===== config.mk =====
export PLATFORM = sky130hd
export DESIGN_NAME = act_ctrl
export DESIGN_NICKNAME = d
export VERILOG_FILES = /design/src/act_pkg.sv /design/src/act_clkdiv.sv /design/src/act_sar.sv /design/src/act_ctrl.sv
export VERILOG_INCLUDE_DIRS = /design/src
export SDC_FILE = /design/constraint.sdc
export NUM_CORES = 1
export LEC_CHECK = 0
export BUFFER_PORTS_ARGS = -buffer_cell sky130_fd_sc_hd__buf_2
export CORE_MARGIN = 4
export CORE_UTILIZATION = 48
export CTS_CLUSTER_SIZE = 14
export DETAILED_ROUTE_END_ITERATION = 8
export GPL_TIMING_DRIVEN = 0
export PLACE_DENSITY = 0.76
export SYNTH_ARGS = -nofsm -noshare
export SYNTH_HDL_FRONTEND = slang
export SYNTH_HIERARCHICAL = 1
export SYNTH_SLANG_ARGS = --single-unit
export TNS_END_PERCENT = 1

===== constraint.sdc =====
create_clock -name aclk -period 2.8 [get_ports aclk]
set_input_delay 0.14 -clock aclk [delete_from_list [all_inputs] [get_ports aclk]]
set_output_delay 0.14 -clock aclk [all_outputs]
set_load 0.05 [all_outputs]

===== src/act_cfg.svh =====
// Purpose: Register offsets, field positions, reset values and timing counts.
// Assumes: 32-bit AXI4-Lite data, one aligned word per register.
// Notes: Definitions only.
`ifndef ACT_CFG_SVH
`define ACT_CFG_SVH

// ****************************************************************
// Register byte offsets
// ****************************************************************
`define ACT_OFF_CTRL0   4'h0
`define ACT_OFF_CTRL1   4'h4
`define ACT_OFF_CTRL2   4'h8
`define ACT_OFF_RESH    4'hc
`define ACT_OFF_RESL    5'h10
`define ACT_OFF_STAT    5'h14
// ****************************************************************
// Field positions and masks
// ****************************************************************
`define ACT_CTRL0_MASK  8'h7f
`define ACT_CTRL1_MASK  8'hf3
`define ACT_CTRL2_MASK  8'hf0
`define ACT_RST_CTRL    8'h00
`define ACT_RUN_BIT     1
`define ACT_EN_BIT      0
`define ACT_FMT_BIT     7
// ****************************************************************
// Timing: 11.5 bit periods = 23 half periods
// ****************************************************************
`define ACT_HALF_PERIODS 5'h17
`define ACT_RC_DIV       7'h1f
`define ACT_RESP_OKAY    2'h0
`define ACT_RESP_SLVERR  2'h2

`endif


===== src/act_pkg.sv =====
// Purpose: Types shared by the converter control block.
// Assumes: Nothing beyond the cfg header.
// Notes: Types only.
`default_nettype none
package act_pkg;
	// Sequencer state.
	typedef enum logic [0:0] {
		ACT_IDLE = 1'b0,
		ACT_CONV = 1'b1
	} act_state_t;
endpackage
`default_nettype wire


===== src/act_clkdiv.sv =====
// Purpose: Half-bit-period enable for the conversion engine.
// Assumes: One system clock; RC clock modelled by a fixed divider.
// Notes: Emits a one-cycle pulse each half bit period.
`include "act_cfg.svh"
`timescale 1ns/1ps
`default_nettype none
module act_clkdiv (
	// Clock and reset.
	input  wire logic       aclk,
	input  wire logic       aresetn,
	// Control.
	input  wire logic       run,
	input  wire logic [2:0] sel,
	// Enable out.
	output logic            half_tick
);
	logic [6:0] cnt_ff;   // Cycle counter within one half period.
	logic [6:0] limit;    // Terminal count for the selected source.

	// Half of Fosc/N is N/2 system cycles; x11 runs from the RC stand-in.
	always_comb begin
		unique case (sel)
			3'h0: limit = 7'h00; // Divide by 2.
			3'h4: limit = 7'h01; // Divide by 4.
			3'h1: limit = 7'h03; // Divide by 8.
			3'h5: limit = 7'h07; // Divide by 16.
			3'h2: limit = 7'h0f; // Divide by 32.
			3'h6: limit = 7'h1f; // Divide by 64.
			3'h3, 3'h7: limit = `ACT_RC_DIV;
		endcase
	end

	// Counter restarts whenever no conversion runs, so every conversion is aligned.
	always_ff @(posedge aclk) begin
		if (!aresetn || !run || cnt_ff >= limit) begin
			cnt_ff <= 7'h00;
		end else begin
			cnt_ff <= cnt_ff + 7'h01;
		end
	end

	assign half_tick = run && (cnt_ff >= limit);
endmodule
`default_nettype wire


===== src/act_sar.sv =====
// Purpose: Abstract ten-bit successive-approximation engine.
// Assumes: The sampled value is presented on a port and held during a conversion.
// Notes: Resolves one bit every two half ticks, MSB first.
`include "act_cfg.svh"
`timescale 1ns/1ps
`default_nettype none
module act_sar (
	// Clock and reset.
	input  wire logic       aclk,
	input  wire logic       aresetn,
	// Sequencing.
	input  wire logic       start,
	input  wire logic       half_tick,
	input  wire logic [9:0] sample,
	// Result.
	output logic [9:0]      partial,
	output logic            done
);
	logic [4:0] half_ff;  // Half bit periods elapsed.
	logic [9:0] bits_ff;  // Bits decided so far.
	logic [3:0] n_ff;     // Number of bits decided.

	// Abstract engine: decides bit 9-k on each odd half period.
	always_ff @(posedge aclk) begin
		if (!aresetn || start) begin
			half_ff <= 5'h00;
			bits_ff <= 10'h000;
			n_ff    <= 4'h0;
		end else if (half_tick) begin
			half_ff <= half_ff + 5'h01;
			if (half_ff[0] && n_ff < 4'ha) begin
				bits_ff[4'h9 - n_ff] <= sample[4'h9 - n_ff];
				n_ff <= n_ff + 4'h1;
			end
		end
	end

	// Undecided bits copy the last decided bit, as an aborted result needs.
	always_comb begin
		partial = bits_ff;
		for (int i = 0; i < 10; i++) begin
			if (4'(9 - i) >= n_ff && n_ff != 4'h0) begin
				partial[i] = bits_ff[4'ha - n_ff];
			end
		end
	end

	assign done = half_tick && (half_ff == `ACT_HALF_PERIODS - 5'h01);
endmodule
`default_nettype wire


===== src/act_ctrl.sv =====
// Purpose: Converter control, trigger and result registers over AXI4-Lite.
// Assumes: Trigger inputs are synchronous levels; the analog side is abstract.
// Notes: Result registers are software writable; reads of unmapped words give SLVERR.
`include "act_cfg.svh"
`timescale 1ns/1ps
`default_nettype none
module act_ctrl (
	// Clock and reset.
	input  wire logic        aclk,
	input  wire logic        aresetn,
	// AXI4-Lite write address and data.
	input  wire logic [7:0]  s_axi_awaddr,
	input  wire logic        s_axi_awvalid,
	output logic             s_axi_awready,
	input  wire logic [31:0] s_axi_wdata,
	input  wire logic [3:0]  s_axi_wstrb,
	input  wire logic        s_axi_wvalid,
	output logic             s_axi_wready,
	// AXI4-Lite write response.
	output logic [1:0]       s_axi_bresp,
	output logic             s_axi_bvalid,
	input  wire logic        s_axi_bready,
	// AXI4-Lite read.
	input  wire logic [7:0]  s_axi_araddr,
	input  wire logic        s_axi_arvalid,
	output logic             s_axi_arready,
	output logic [31:0]      s_axi_rdata,
	output logic [1:0]       s_axi_rresp,
	output logic             s_axi_rvalid,
	input  wire logic        s_axi_rready,
	// Trigger sources, index = trigger code.
	input  wire logic [15:0] trig_in,
	// Analog side.
	input  wire logic [9:0]  sample_value,
	output logic [16:0]      channel_onehot,
	output logic [1:0]       pos_reference_select,
	output logic             converter_powered,
	// Events.
	output logic             conv_done_flag,
	output logic             timer_zero_flag_set,
	output logic             timer_one_flag_set
);
	logic [7:0]  ctrl0_ff;      // Channel, run and enable.
	logic [7:0]  ctrl1_ff;      // Format, clock, reference.
	logic [7:0]  ctrl2_ff;      // Trigger select.
	logic [7:0]  res_hi_ff;     // Result high byte.
	logic [7:0]  res_lo_ff;     // Result low byte.
	logic        done_ff;       // Sticky completion flag.
	logic [15:0] trig_prev_ff;  // Registered trigger copy.
	act_pkg::act_state_t state_ff; // Sequencer state.
	logic        aw_hold_ff;    // Write address captured.
	logic        w_hold_ff;     // Write data captured.
	logic [7:0]  awaddr_ff;     // Captured write address.
	logic [7:0]  wdata_ff;      // Captured write byte.
	logic        wstrb_ff;      // Byte lane zero enabled.
	logic        bvalid_ff;     // Write response pending.
	logic [1:0]  bresp_ff;      // Write response code.
	logic        rvalid_ff;     // Read data pending.
	logic [31:0] rdata_ff;      // Read data word.
	logic [1:0]  rresp_ff;      // Read response code.
	logic        do_write;      // Both write halves present.
	logic        half_tick;     // Half bit period enable.
	logic        eng_done;      // Engine finished.
	logic [9:0]  partial;       // Engine bits so far.
	logic [3:0]  trig_code;     // Trigger select field.
	logic        trig_edge;     // Selected rising edge.
	logic        sw_start;      // Software run write.
	logic        sw_abort;      // Software run clear.
	logic        finish;        // Load the result now.
	logic        run;           // Converting.

	// ****************************************************************
	// Helpers
	// ****************************************************************
	// Word decode used by the read path; writes compare the full address.
	function automatic logic [2:0] reg_index(input logic [7:0] a);
		reg_index = 3'(a[4:2]);
	endfunction

	// Known word, used for OKAY versus SLVERR.
	function automatic logic mapped(input logic [7:0] a);
		mapped = (a[7:5] == 3'h0) && (a[4:2] <= 3'h5) && (a[1:0] == 2'h0);
	endfunction

	// ****************************************************************
	// AXI4-Lite write path
	// ****************************************************************
	assign s_axi_awready = !aw_hold_ff;
	assign s_axi_wready  = !w_hold_ff;
	assign do_write      = aw_hold_ff && w_hold_ff && !bvalid_ff;

	// Address and data may arrive in either order; each is held until both are in.
	always_ff @(posedge aclk) begin
		if (!aresetn) begin
			aw_hold_ff <= 1'b0;
			w_hold_ff  <= 1'b0;
			awaddr_ff  <= 8'h00;
			wdata_ff   <= 8'h00;
			wstrb_ff   <= 1'b0;
		end else begin
			if (s_axi_awvalid && !aw_hold_ff) begin
				aw_hold_ff <= 1'b1;
				awaddr_ff  <= s_axi_awaddr;
			end else if (do_write) begin
				aw_hold_ff <= 1'b0;
			end
			if (s_axi_wvalid && !w_hold_ff) begin
				w_hold_ff <= 1'b1;
				wdata_ff  <= s_axi_wdata[7:0];
				wstrb_ff  <= s_axi_wstrb[0];
			end else if (do_write) begin
				w_hold_ff <= 1'b0;
			end
		end
	end

	// Response raised at the same edge at which the write takes effect.
	always_ff @(posedge aclk) begin
		if (!aresetn) begin
			bvalid_ff <= 1'b0;
			bresp_ff  <= `ACT_RESP_OKAY;
		end else if (do_write) begin
			bvalid_ff <= 1'b1;
			bresp_ff  <= mapped(awaddr_ff) ? `ACT_RESP_OKAY : `ACT_RESP_SLVERR;
		end else if (s_axi_bready) begin
			bvalid_ff <= 1'b0;
		end
	end
	assign s_axi_bvalid = bvalid_ff;
	assign s_axi_bresp  = bresp_ff;

	// ****************************************************************
	// AXI4-Lite read path
	// ****************************************************************
	assign s_axi_arready = !rvalid_ff;

	// Reads are answered in the cycle after the address is taken.
	always_ff @(posedge aclk) begin
		if (!aresetn) begin
			rvalid_ff <= 1'b0;
			rdata_ff  <= 32'h0000_0000;
			rresp_ff  <= `ACT_RESP_OKAY;
		end else if (s_axi_arvalid && !rvalid_ff) begin
			rvalid_ff <= 1'b1;
			rresp_ff  <= mapped(s_axi_araddr) ? `ACT_RESP_OKAY : `ACT_RESP_SLVERR;
			unique case (reg_index(s_axi_araddr))
				3'h0: rdata_ff <= {24'h0, ctrl0_ff & `ACT_CTRL0_MASK};
				3'h1: rdata_ff <= {24'h0, ctrl1_ff & `ACT_CTRL1_MASK};
				3'h2: rdata_ff <= {24'h0, ctrl2_ff & `ACT_CTRL2_MASK};
				3'h3: rdata_ff <= {24'h0, res_hi_ff};
				3'h4: rdata_ff <= {24'h0, res_lo_ff};
				3'h5: rdata_ff <= {31'h0, done_ff};
				default: rdata_ff <= 32'h0000_0000;
			endcase
		end else if (s_axi_rready) begin
			rvalid_ff <= 1'b0;
		end
	end
	assign s_axi_rvalid = rvalid_ff;
	assign s_axi_rdata  = rdata_ff;
	assign s_axi_rresp  = rresp_ff;

	// ****************************************************************
	// Start, abort and trigger decode
	// ****************************************************************
	logic wr_ctrl0; // Software write to the first control register.
	assign wr_ctrl0  = do_write && wstrb_ff && awaddr_ff == 8'(`ACT_OFF_CTRL0);
	assign sw_start  = wr_ctrl0 && wdata_ff[`ACT_RUN_BIT] && ctrl0_ff[`ACT_EN_BIT];
	assign sw_abort  = wr_ctrl0 && !wdata_ff[`ACT_RUN_BIT] && run;
	assign trig_code = ctrl2_ff[7:4];
	// Codes 0000, 1011, 1110 and 1111 have no source wired to their inputs.
	assign trig_edge = (trig_code != 4'h0) && (trig_code != 4'hb) && (trig_code < 4'he)
		&& trig_in[trig_code] && !trig_prev_ff[trig_code];
	assign run       = (state_ff == act_pkg::ACT_CONV);
	assign finish    = run && (eng_done || sw_abort);

	// Registered copy of every trigger line for edge detection.
	always_ff @(posedge aclk) begin
		if (!aresetn) begin
			trig_prev_ff <= 16'h0000;
		end else begin
			trig_prev_ff <= trig_in;
		end
	end

	// Timer wrap triggers also raise the timer's own flag.
	assign timer_zero_flag_set = trig_edge && trig_code == 4'h3;
	assign timer_one_flag_set  = trig_edge && trig_code == 4'h4;

	// ****************************************************************
	// Sequencer
	// ****************************************************************
	// An edge during a conversion is ignored; disabling the module stops it.
	always_ff @(posedge aclk) begin
		if (!aresetn) begin
			state_ff <= act_pkg::ACT_IDLE;
		end else begin
			unique case (state_ff)
				act_pkg::ACT_IDLE: begin
					if (ctrl0_ff[`ACT_EN_BIT] && (sw_start || trig_edge)) begin
						state_ff <= act_pkg::ACT_CONV;
					end
				end
				act_pkg::ACT_CONV: begin
					if (finish || !ctrl0_ff[`ACT_EN_BIT]) begin
						state_ff <= act_pkg::ACT_IDLE;
					end
				end
			endcase
		end
	end

	// ****************************************************************
	// Control registers
	// ****************************************************************
	// The run bit mirrors the sequencer so it reads one exactly while busy.
	always_ff @(posedge aclk) begin
		if (!aresetn) begin
			ctrl0_ff <= `ACT_RST_CTRL;
		end else begin
			if (wr_ctrl0) begin
				ctrl0_ff[6:2] <= wdata_ff[6:2];
				ctrl0_ff[`ACT_EN_BIT] <= wdata_ff[`ACT_EN_BIT];
			end
			ctrl0_ff[`ACT_RUN_BIT] <= (state_ff == act_pkg::ACT_IDLE)
				? (ctrl0_ff[`ACT_EN_BIT] && (sw_start || trig_edge))
				: !(finish || !ctrl0_ff[`ACT_EN_BIT]);
		end
	end

	// Format, clock and reference; trigger select.
	always_ff @(posedge aclk) begin
		if (!aresetn) begin
			ctrl1_ff <= `ACT_RST_CTRL;
			ctrl2_ff <= `ACT_RST_CTRL;
		end else if (do_write && wstrb_ff) begin
			if (awaddr_ff == 8'(`ACT_OFF_CTRL1)) begin
				ctrl1_ff <= wdata_ff & `ACT_CTRL1_MASK;
			end
			if (awaddr_ff == 8'(`ACT_OFF_CTRL2)) begin
				ctrl2_ff <= wdata_ff & `ACT_CTRL2_MASK;
			end
		end
	end

	// ****************************************************************
	// Results and completion flag
	// ****************************************************************
	// Completion wins over a same-cycle software write to the result registers.
	always_ff @(posedge aclk) begin
		if (!aresetn) begin
			res_hi_ff <= 8'h00;
			res_lo_ff <= 8'h00;
		end else if (finish) begin
			if (ctrl1_ff[`ACT_FMT_BIT]) begin
				res_hi_ff <= {6'h00, partial[9:8]};
				res_lo_ff <= partial[7:0];
			end else begin
				res_hi_ff <= partial[9:2];
				res_lo_ff <= {partial[1:0], 6'h00};
			end
		end else if (do_write && wstrb_ff) begin
			if (awaddr_ff == 8'(`ACT_OFF_RESH)) begin
				res_hi_ff <= wdata_ff;
			end
			if (awaddr_ff == 8'(`ACT_OFF_RESL)) begin
				res_lo_ff <= wdata_ff;
			end
		end
	end

	// Set wins over the software clear of a one at bit zero.
	always_ff @(posedge aclk) begin
		if (!aresetn) begin
			done_ff <= 1'b0;
		end else if (finish) begin
			done_ff <= 1'b1;
		end else if (do_write && wstrb_ff && awaddr_ff == 8'(`ACT_OFF_STAT) && wdata_ff[0]) begin
			done_ff <= 1'b0;
		end
	end
	assign conv_done_flag = done_ff;

	// ****************************************************************
	// Analog routing
	// ****************************************************************
	// Pins 0..11 on bits 0..11, internal sources 28..31 on bits 12..15; reserved none.
	always_comb begin
		channel_onehot = 17'h0_0000;
		if (ctrl0_ff[6:2] <= 5'h0b) begin
			channel_onehot[ctrl0_ff[6:2]] = 1'b1;
		end else if (ctrl0_ff[6:2] >= 5'h1c) begin
			channel_onehot[5'(ctrl0_ff[6:2] - 5'h10)] = 1'b1;
		end
	end
	assign pos_reference_select = ctrl1_ff[1:0];
	assign converter_powered    = ctrl0_ff[`ACT_EN_BIT];

	// ****************************************************************
	// Submodules
	// ****************************************************************
	act_clkdiv u_div (
		.aclk      (aclk),
		.aresetn   (aresetn),
		.run       (run),
		.sel       (ctrl1_ff[6:4]),
		.half_tick (half_tick)
	);

	act_sar u_sar (
		.aclk      (aclk),
		.aresetn   (aresetn),
		.start     (!run),
		.half_tick (half_tick),
		.sample    (sample_value),
		.partial   (partial),
		.done      (eng_done)
	);

	// ****************************************************************
	// Checks
	// ****************************************************************
	a_run_follows_state: assert property (@(posedge aclk) disable iff (!aresetn)
		ctrl0_ff[`ACT_RUN_BIT] == run) else $error("run bit differs from state");
	a_done_clears_run: assert property (@(posedge aclk) disable iff (!aresetn)
		eng_done && run |=> !ctrl0_ff[`ACT_RUN_BIT] && done_ff) else $error("done kept run");
	a_trig_starts: assert property (@(posedge aclk) disable iff (!aresetn)
		trig_edge && !run && ctrl0_ff[0] |=> run) else $error("trigger missed");
	a_off_no_trig: assert property (@(posedge aclk) disable iff (!aresetn)
		trig_code == 4'h0 |-> !trig_edge) else $error("trigger while off");
	a_right_just: assert property (@(posedge aclk) disable iff (!aresetn)
		finish && ctrl1_ff[7] |=> res_hi_ff[7:2] == 6'h00) else $error("high not zeroed");
	a_left_just: assert property (@(posedge aclk) disable iff (!aresetn)
		finish && !ctrl1_ff[7] |=> res_lo_ff[5:0] == 6'h00 && res_hi_ff == $past(partial[9:2]))
		else $error("left format wrong");
	a_unimpl_zero: assert property (@(posedge aclk) disable iff (!aresetn)
		ctrl2_ff[3:0] == 4'h0 && ctrl1_ff[3:2] == 2'h0) else $error("unimplemented bit set");
	a_t0_flag: assert property (@(posedge aclk) disable iff (!aresetn)
		timer_zero_flag_set |-> trig_code == 4'h3 && trig_edge) else $error("timer flag wrong");
	a_t1_flag: assert property (@(posedge aclk) disable iff (!aresetn)
		trig_code == 4'h4 && trig_in[4] && !$past(trig_in[4]) |-> timer_one_flag_set)
		else $error("timer one flag missed");
endmodule
`default_nettype wire


==> reports/metrics.csv <==
metric;value;unit
sequentialPowerShare;49.0;%
layout_common_cells;dfxtp_1 (101), buf_2 (97), nor2_1 (82), nand2_1 (60), a21oi_1 (44);
critPathRequiredTime;3.01;ns
area_growth;24.36;%
synth_edf_count;0;
place.gp.congestion;0.9126;
dp_slack;-0.4448;ns
dp_hpwl;11.06;mm
ant_nets;0;
synth_top_family_by_area;simple AND/OR/NAND/NOR gates;
r2r_setup_slack;-0.09;ns
final_common_cell;dfxtp_1;
synth_xor_area_share;2.199;%
period_minus_slack;2.892;ns
place.port_buffers;94;
grt.total_usage;20.80;%
htree_levels;3;
drt_iter0_markers;261;
p_sw_share;25.89;%
clockBufferDepth;2;
drc;0;
synthCells;654;
setup_viol;27;
n_antenna_cell;0;
tritoncts;built;
critPathTopFamily;simple AND/OR/NAND/NOR gates;
clkSlewWorstSetupHoldPaths;0.07;ns
regArea;2136;um^2
wire_per_inst;15.25;um
crit_path_end_kind;flop;
skew;0.01125;ns
start_util;49.06;%
min_from;trig_in[13];
cts-root-buf;clkbuf_16;
violations;negative setup slack;
fin_ws;-0.09238;ns
slew_headroom;50.48;%
drv_slew;0;
p_clk_share;39.1;%
layout-drive-gt1-share;30.55;%
finalSetupTns;-1.554;ns
ys_warn_count;6;
status;finished with violations;
yosysUniqueCellTypes;64;
ys_ff_latch;106;
fp.coreArea;12060;um^2
cts_made_buffers;9;
p_leak;3.003;nW
antenna_found_initial;0;
nets;899;
comb_power_share;11.9;%
postSynth.asyncResetShare;0;%
rows;40;
p_int;0.002389;W
hold_path_end;trig_prev_ff[13];
ir_drop;0.2655;mV
die_h;119.0;um
hp-class;input pin to flop;
die_x;119.0;um
yosysSeqAreaShare;35.86;%
synth-adder-area-share;3.383;%
syn_avg_cell_area;9.047;um^2
grt_overflow;0;
path_cells;or3_4 > ha_4 > nand2b_4 > a211oi_4 > or3_4 > a21boi_2 > buf_6 > nand2_2 > nor3_2 > and2_4 > a31oi_4 > buf_6 > a21oi_4 > a211oi_2;
critPathKind;flop to flop;
mappedNetlistArea;5917;um^2
ys.flop_type;dfxtp_1;
cts.sink_count;106;
synth_mux_area_share;14.21;%
postLayoutCoreUtil;61.01;%
synth-simple-area-share;22.82;%
hold_violations;0;
cp.depth;14;
max_freq;345.7;MHz
multi_input_area;3632;um^2
clock_latency;0.35;ns
worstMarginPinSlew;0.7372;ns
firstDrtPassIters;5;
netSwitchingPower;0.0008348;W
drt_wl_total;14.79;mm
rr_endpoint;res_lo_ff[5];
grt_first_pass_wirelength;24.33;mm
fin_crit_sh;103.3;%
reg2reg_depth;14;
grt_max_degree;17;
maxCapViolations;0;
grt_pass1_vias;5087;
rsz0062_at_grt;true;
r2r-start;ctrl1_ff[4];
cp_slowest_stage_delay;0.40;ns
crit_slowest_cell;or3_4;
hold-path-cell-count;2;
vias;5109;
synth_compound_area_share;13.60;%
arrival;3.10;ns
critPathBufInv;2;
startpoint_type;flop;
nFillCells;999;
path_max_fanout;5;
power_density;438.1;nW/um^2
dieArea;14170;um^2
pin_count;149;
viasPerCell;5.267;
-- metal layers --
metal / vias to the layer above / share of wire [%] / track usage (%)
li1: 2536 / - / -
met1: 2385 / 41 / 24.34
met2: 163 / 51 / 36.52
met3: 25 / 5.7 / 3.419
met4: 0 / 2.7 / 10.57
met5: - / 0 / 0
-- synthesized netlist by cell type (all sizes together), types with 2 or more instances --
cell | n | area (um^2)
dfxtp | 106 | 2122
nor2 | 84 | 315.3
nand2 | 62 | 232.7
a21oi | 51 | 277.8
buf | 43 | 315.3
mux2i | 39 | 390.4
clkbuf | 28 | 105.1
a211oi | 20 | 190.2
and2 | 18 | 112.6
ha | 16 | 200.2
nor2b | 15 | 93.84
mux4 | 14 | 326.6
nand3 | 13 | 70.07
nand3b | 13 | 97.59
nor3 | 13 | 65.06
a31oi | 12 | 81.33
inv | 11 | 41.29
mux2 | 11 | 123.9
nor4 | 9 | 131.4
nand2b | 7 | 43.79
xnor2 | 7 | 61.31
xor2 | 7 | 68.82
and3 | 6 | 37.54
o21ai | 6 | 33.78
nand4 | 4 | 25.02
o21a | 4 | 30.03
or3 | 4 | 25.02
a21boi | 3 | 22.52
nor4b | 3 | 38.79
or4 | 3 | 26.27
a2111oi | 2 | 36.29
a2bb2oi | 2 | 17.52
a311oi | 2 | 17.52
conb | 2 | 7.510
nor3b | 2 | 20.02
o41ai | 2 | 17.52
-- timing repair --
action	CTS	global route
resized for setup	30	28
buffers inserted	7	2
hold buffers	2	1
pin swaps	11	17
setup endpoints to repair	34	31
endpoints found under the hold margin	2	1
gates cloned	2	1
-- final cells by class --
class / instances / share of cell area, %
timing repair buffer: 107 / 8.060
clock buffer: 11 / 3.299
multi-input combinational: 493 / 49.36
clock inverter: 4 / 0.6972
buffer: 70 / 6.138
tap: 168 / 2.857
inverter: 11 / 0.5611
sequential: 106 / 29.03
-- power groups by stage --
stage / Combinational, W / Sequential, W / Clock (W)
after CTS: 0.000380 / 0.00158 / 0.00129
after global routing: 0.000411 / 0.00158 / 0.00136
after detailed placement: 0.000373 / 0.00162 / 0
after global placement: 0.000366 / 0.00161 / 0
after floorplan: 0.000243 / 0.00165 / 0
final: 0.000383 / 0.00158 / 0.00126
-- flip-flops by register name, summed over array words and instances, names as in the netlist, 4 cells and up --
signal / cells
trig_prev_ff: 15
u_sar/bits_ff: 10
awaddr_ff: 8
res_hi_ff: 8
res_lo_ff: 8
s_axi_rdata: 8
wdata_ff: 8
u_div/cnt_ff: 7
ctrl0_ff: 6
ctrl1_ff: 6
u_sar/half_ff: 5
ctrl2_ff: 4
u_sar/n_ff: 4
-- metrics by stage --
stage / instances / hold slack (ns) / total power (W) / area (um^2)
floorplan: 680 / 0.2390 / 0.001890 / 6035
global placement: 942 / 0.3289 / 0.001979 / 6715
detailed placement: 942 / 0.3294 / 0.001990 / 6715
CTS: 967 / 0.00004005 / 0.003251 / 7198
global route: 970 / 0.008724 / 0.003350 / 7358
finish: 970 / 0.009371 / 0.003224 / 7358
-- worst max path at each step --
stage / from / endpoint / slack, ns
after floorplan: ctrl2_ff[4] / timer_one_flag_set / -0.06
after global placement: ctrl1_ff[4] / res_lo_ff[5] / -0.38
after detailed placement: ctrl1_ff[4] / res_lo_ff[5] / -0.44
after CTS: ctrl1_ff[5] / res_lo_ff[5] / -0.04
after global routing: ctrl1_ff[4] / res_hi_ff[1] / -0.21
final: ctrl1_ff[4] / res_lo_ff[5] / -0.09
-- kinds of logic after synthesis --
| kind of cell | count (synthesis) |
|---|---|
| and+or+nand+nor | 258 |
| AOI/OAI and AO/OA | 112 |
| DFF | 106 |
| buffers and inverters | 82 |
| muxes | 64 |
| adders and majority gates | 16 |
| xor gates and xnor gates | 14 |
| other | 2 |
Power figures use the tool's default switching activity.
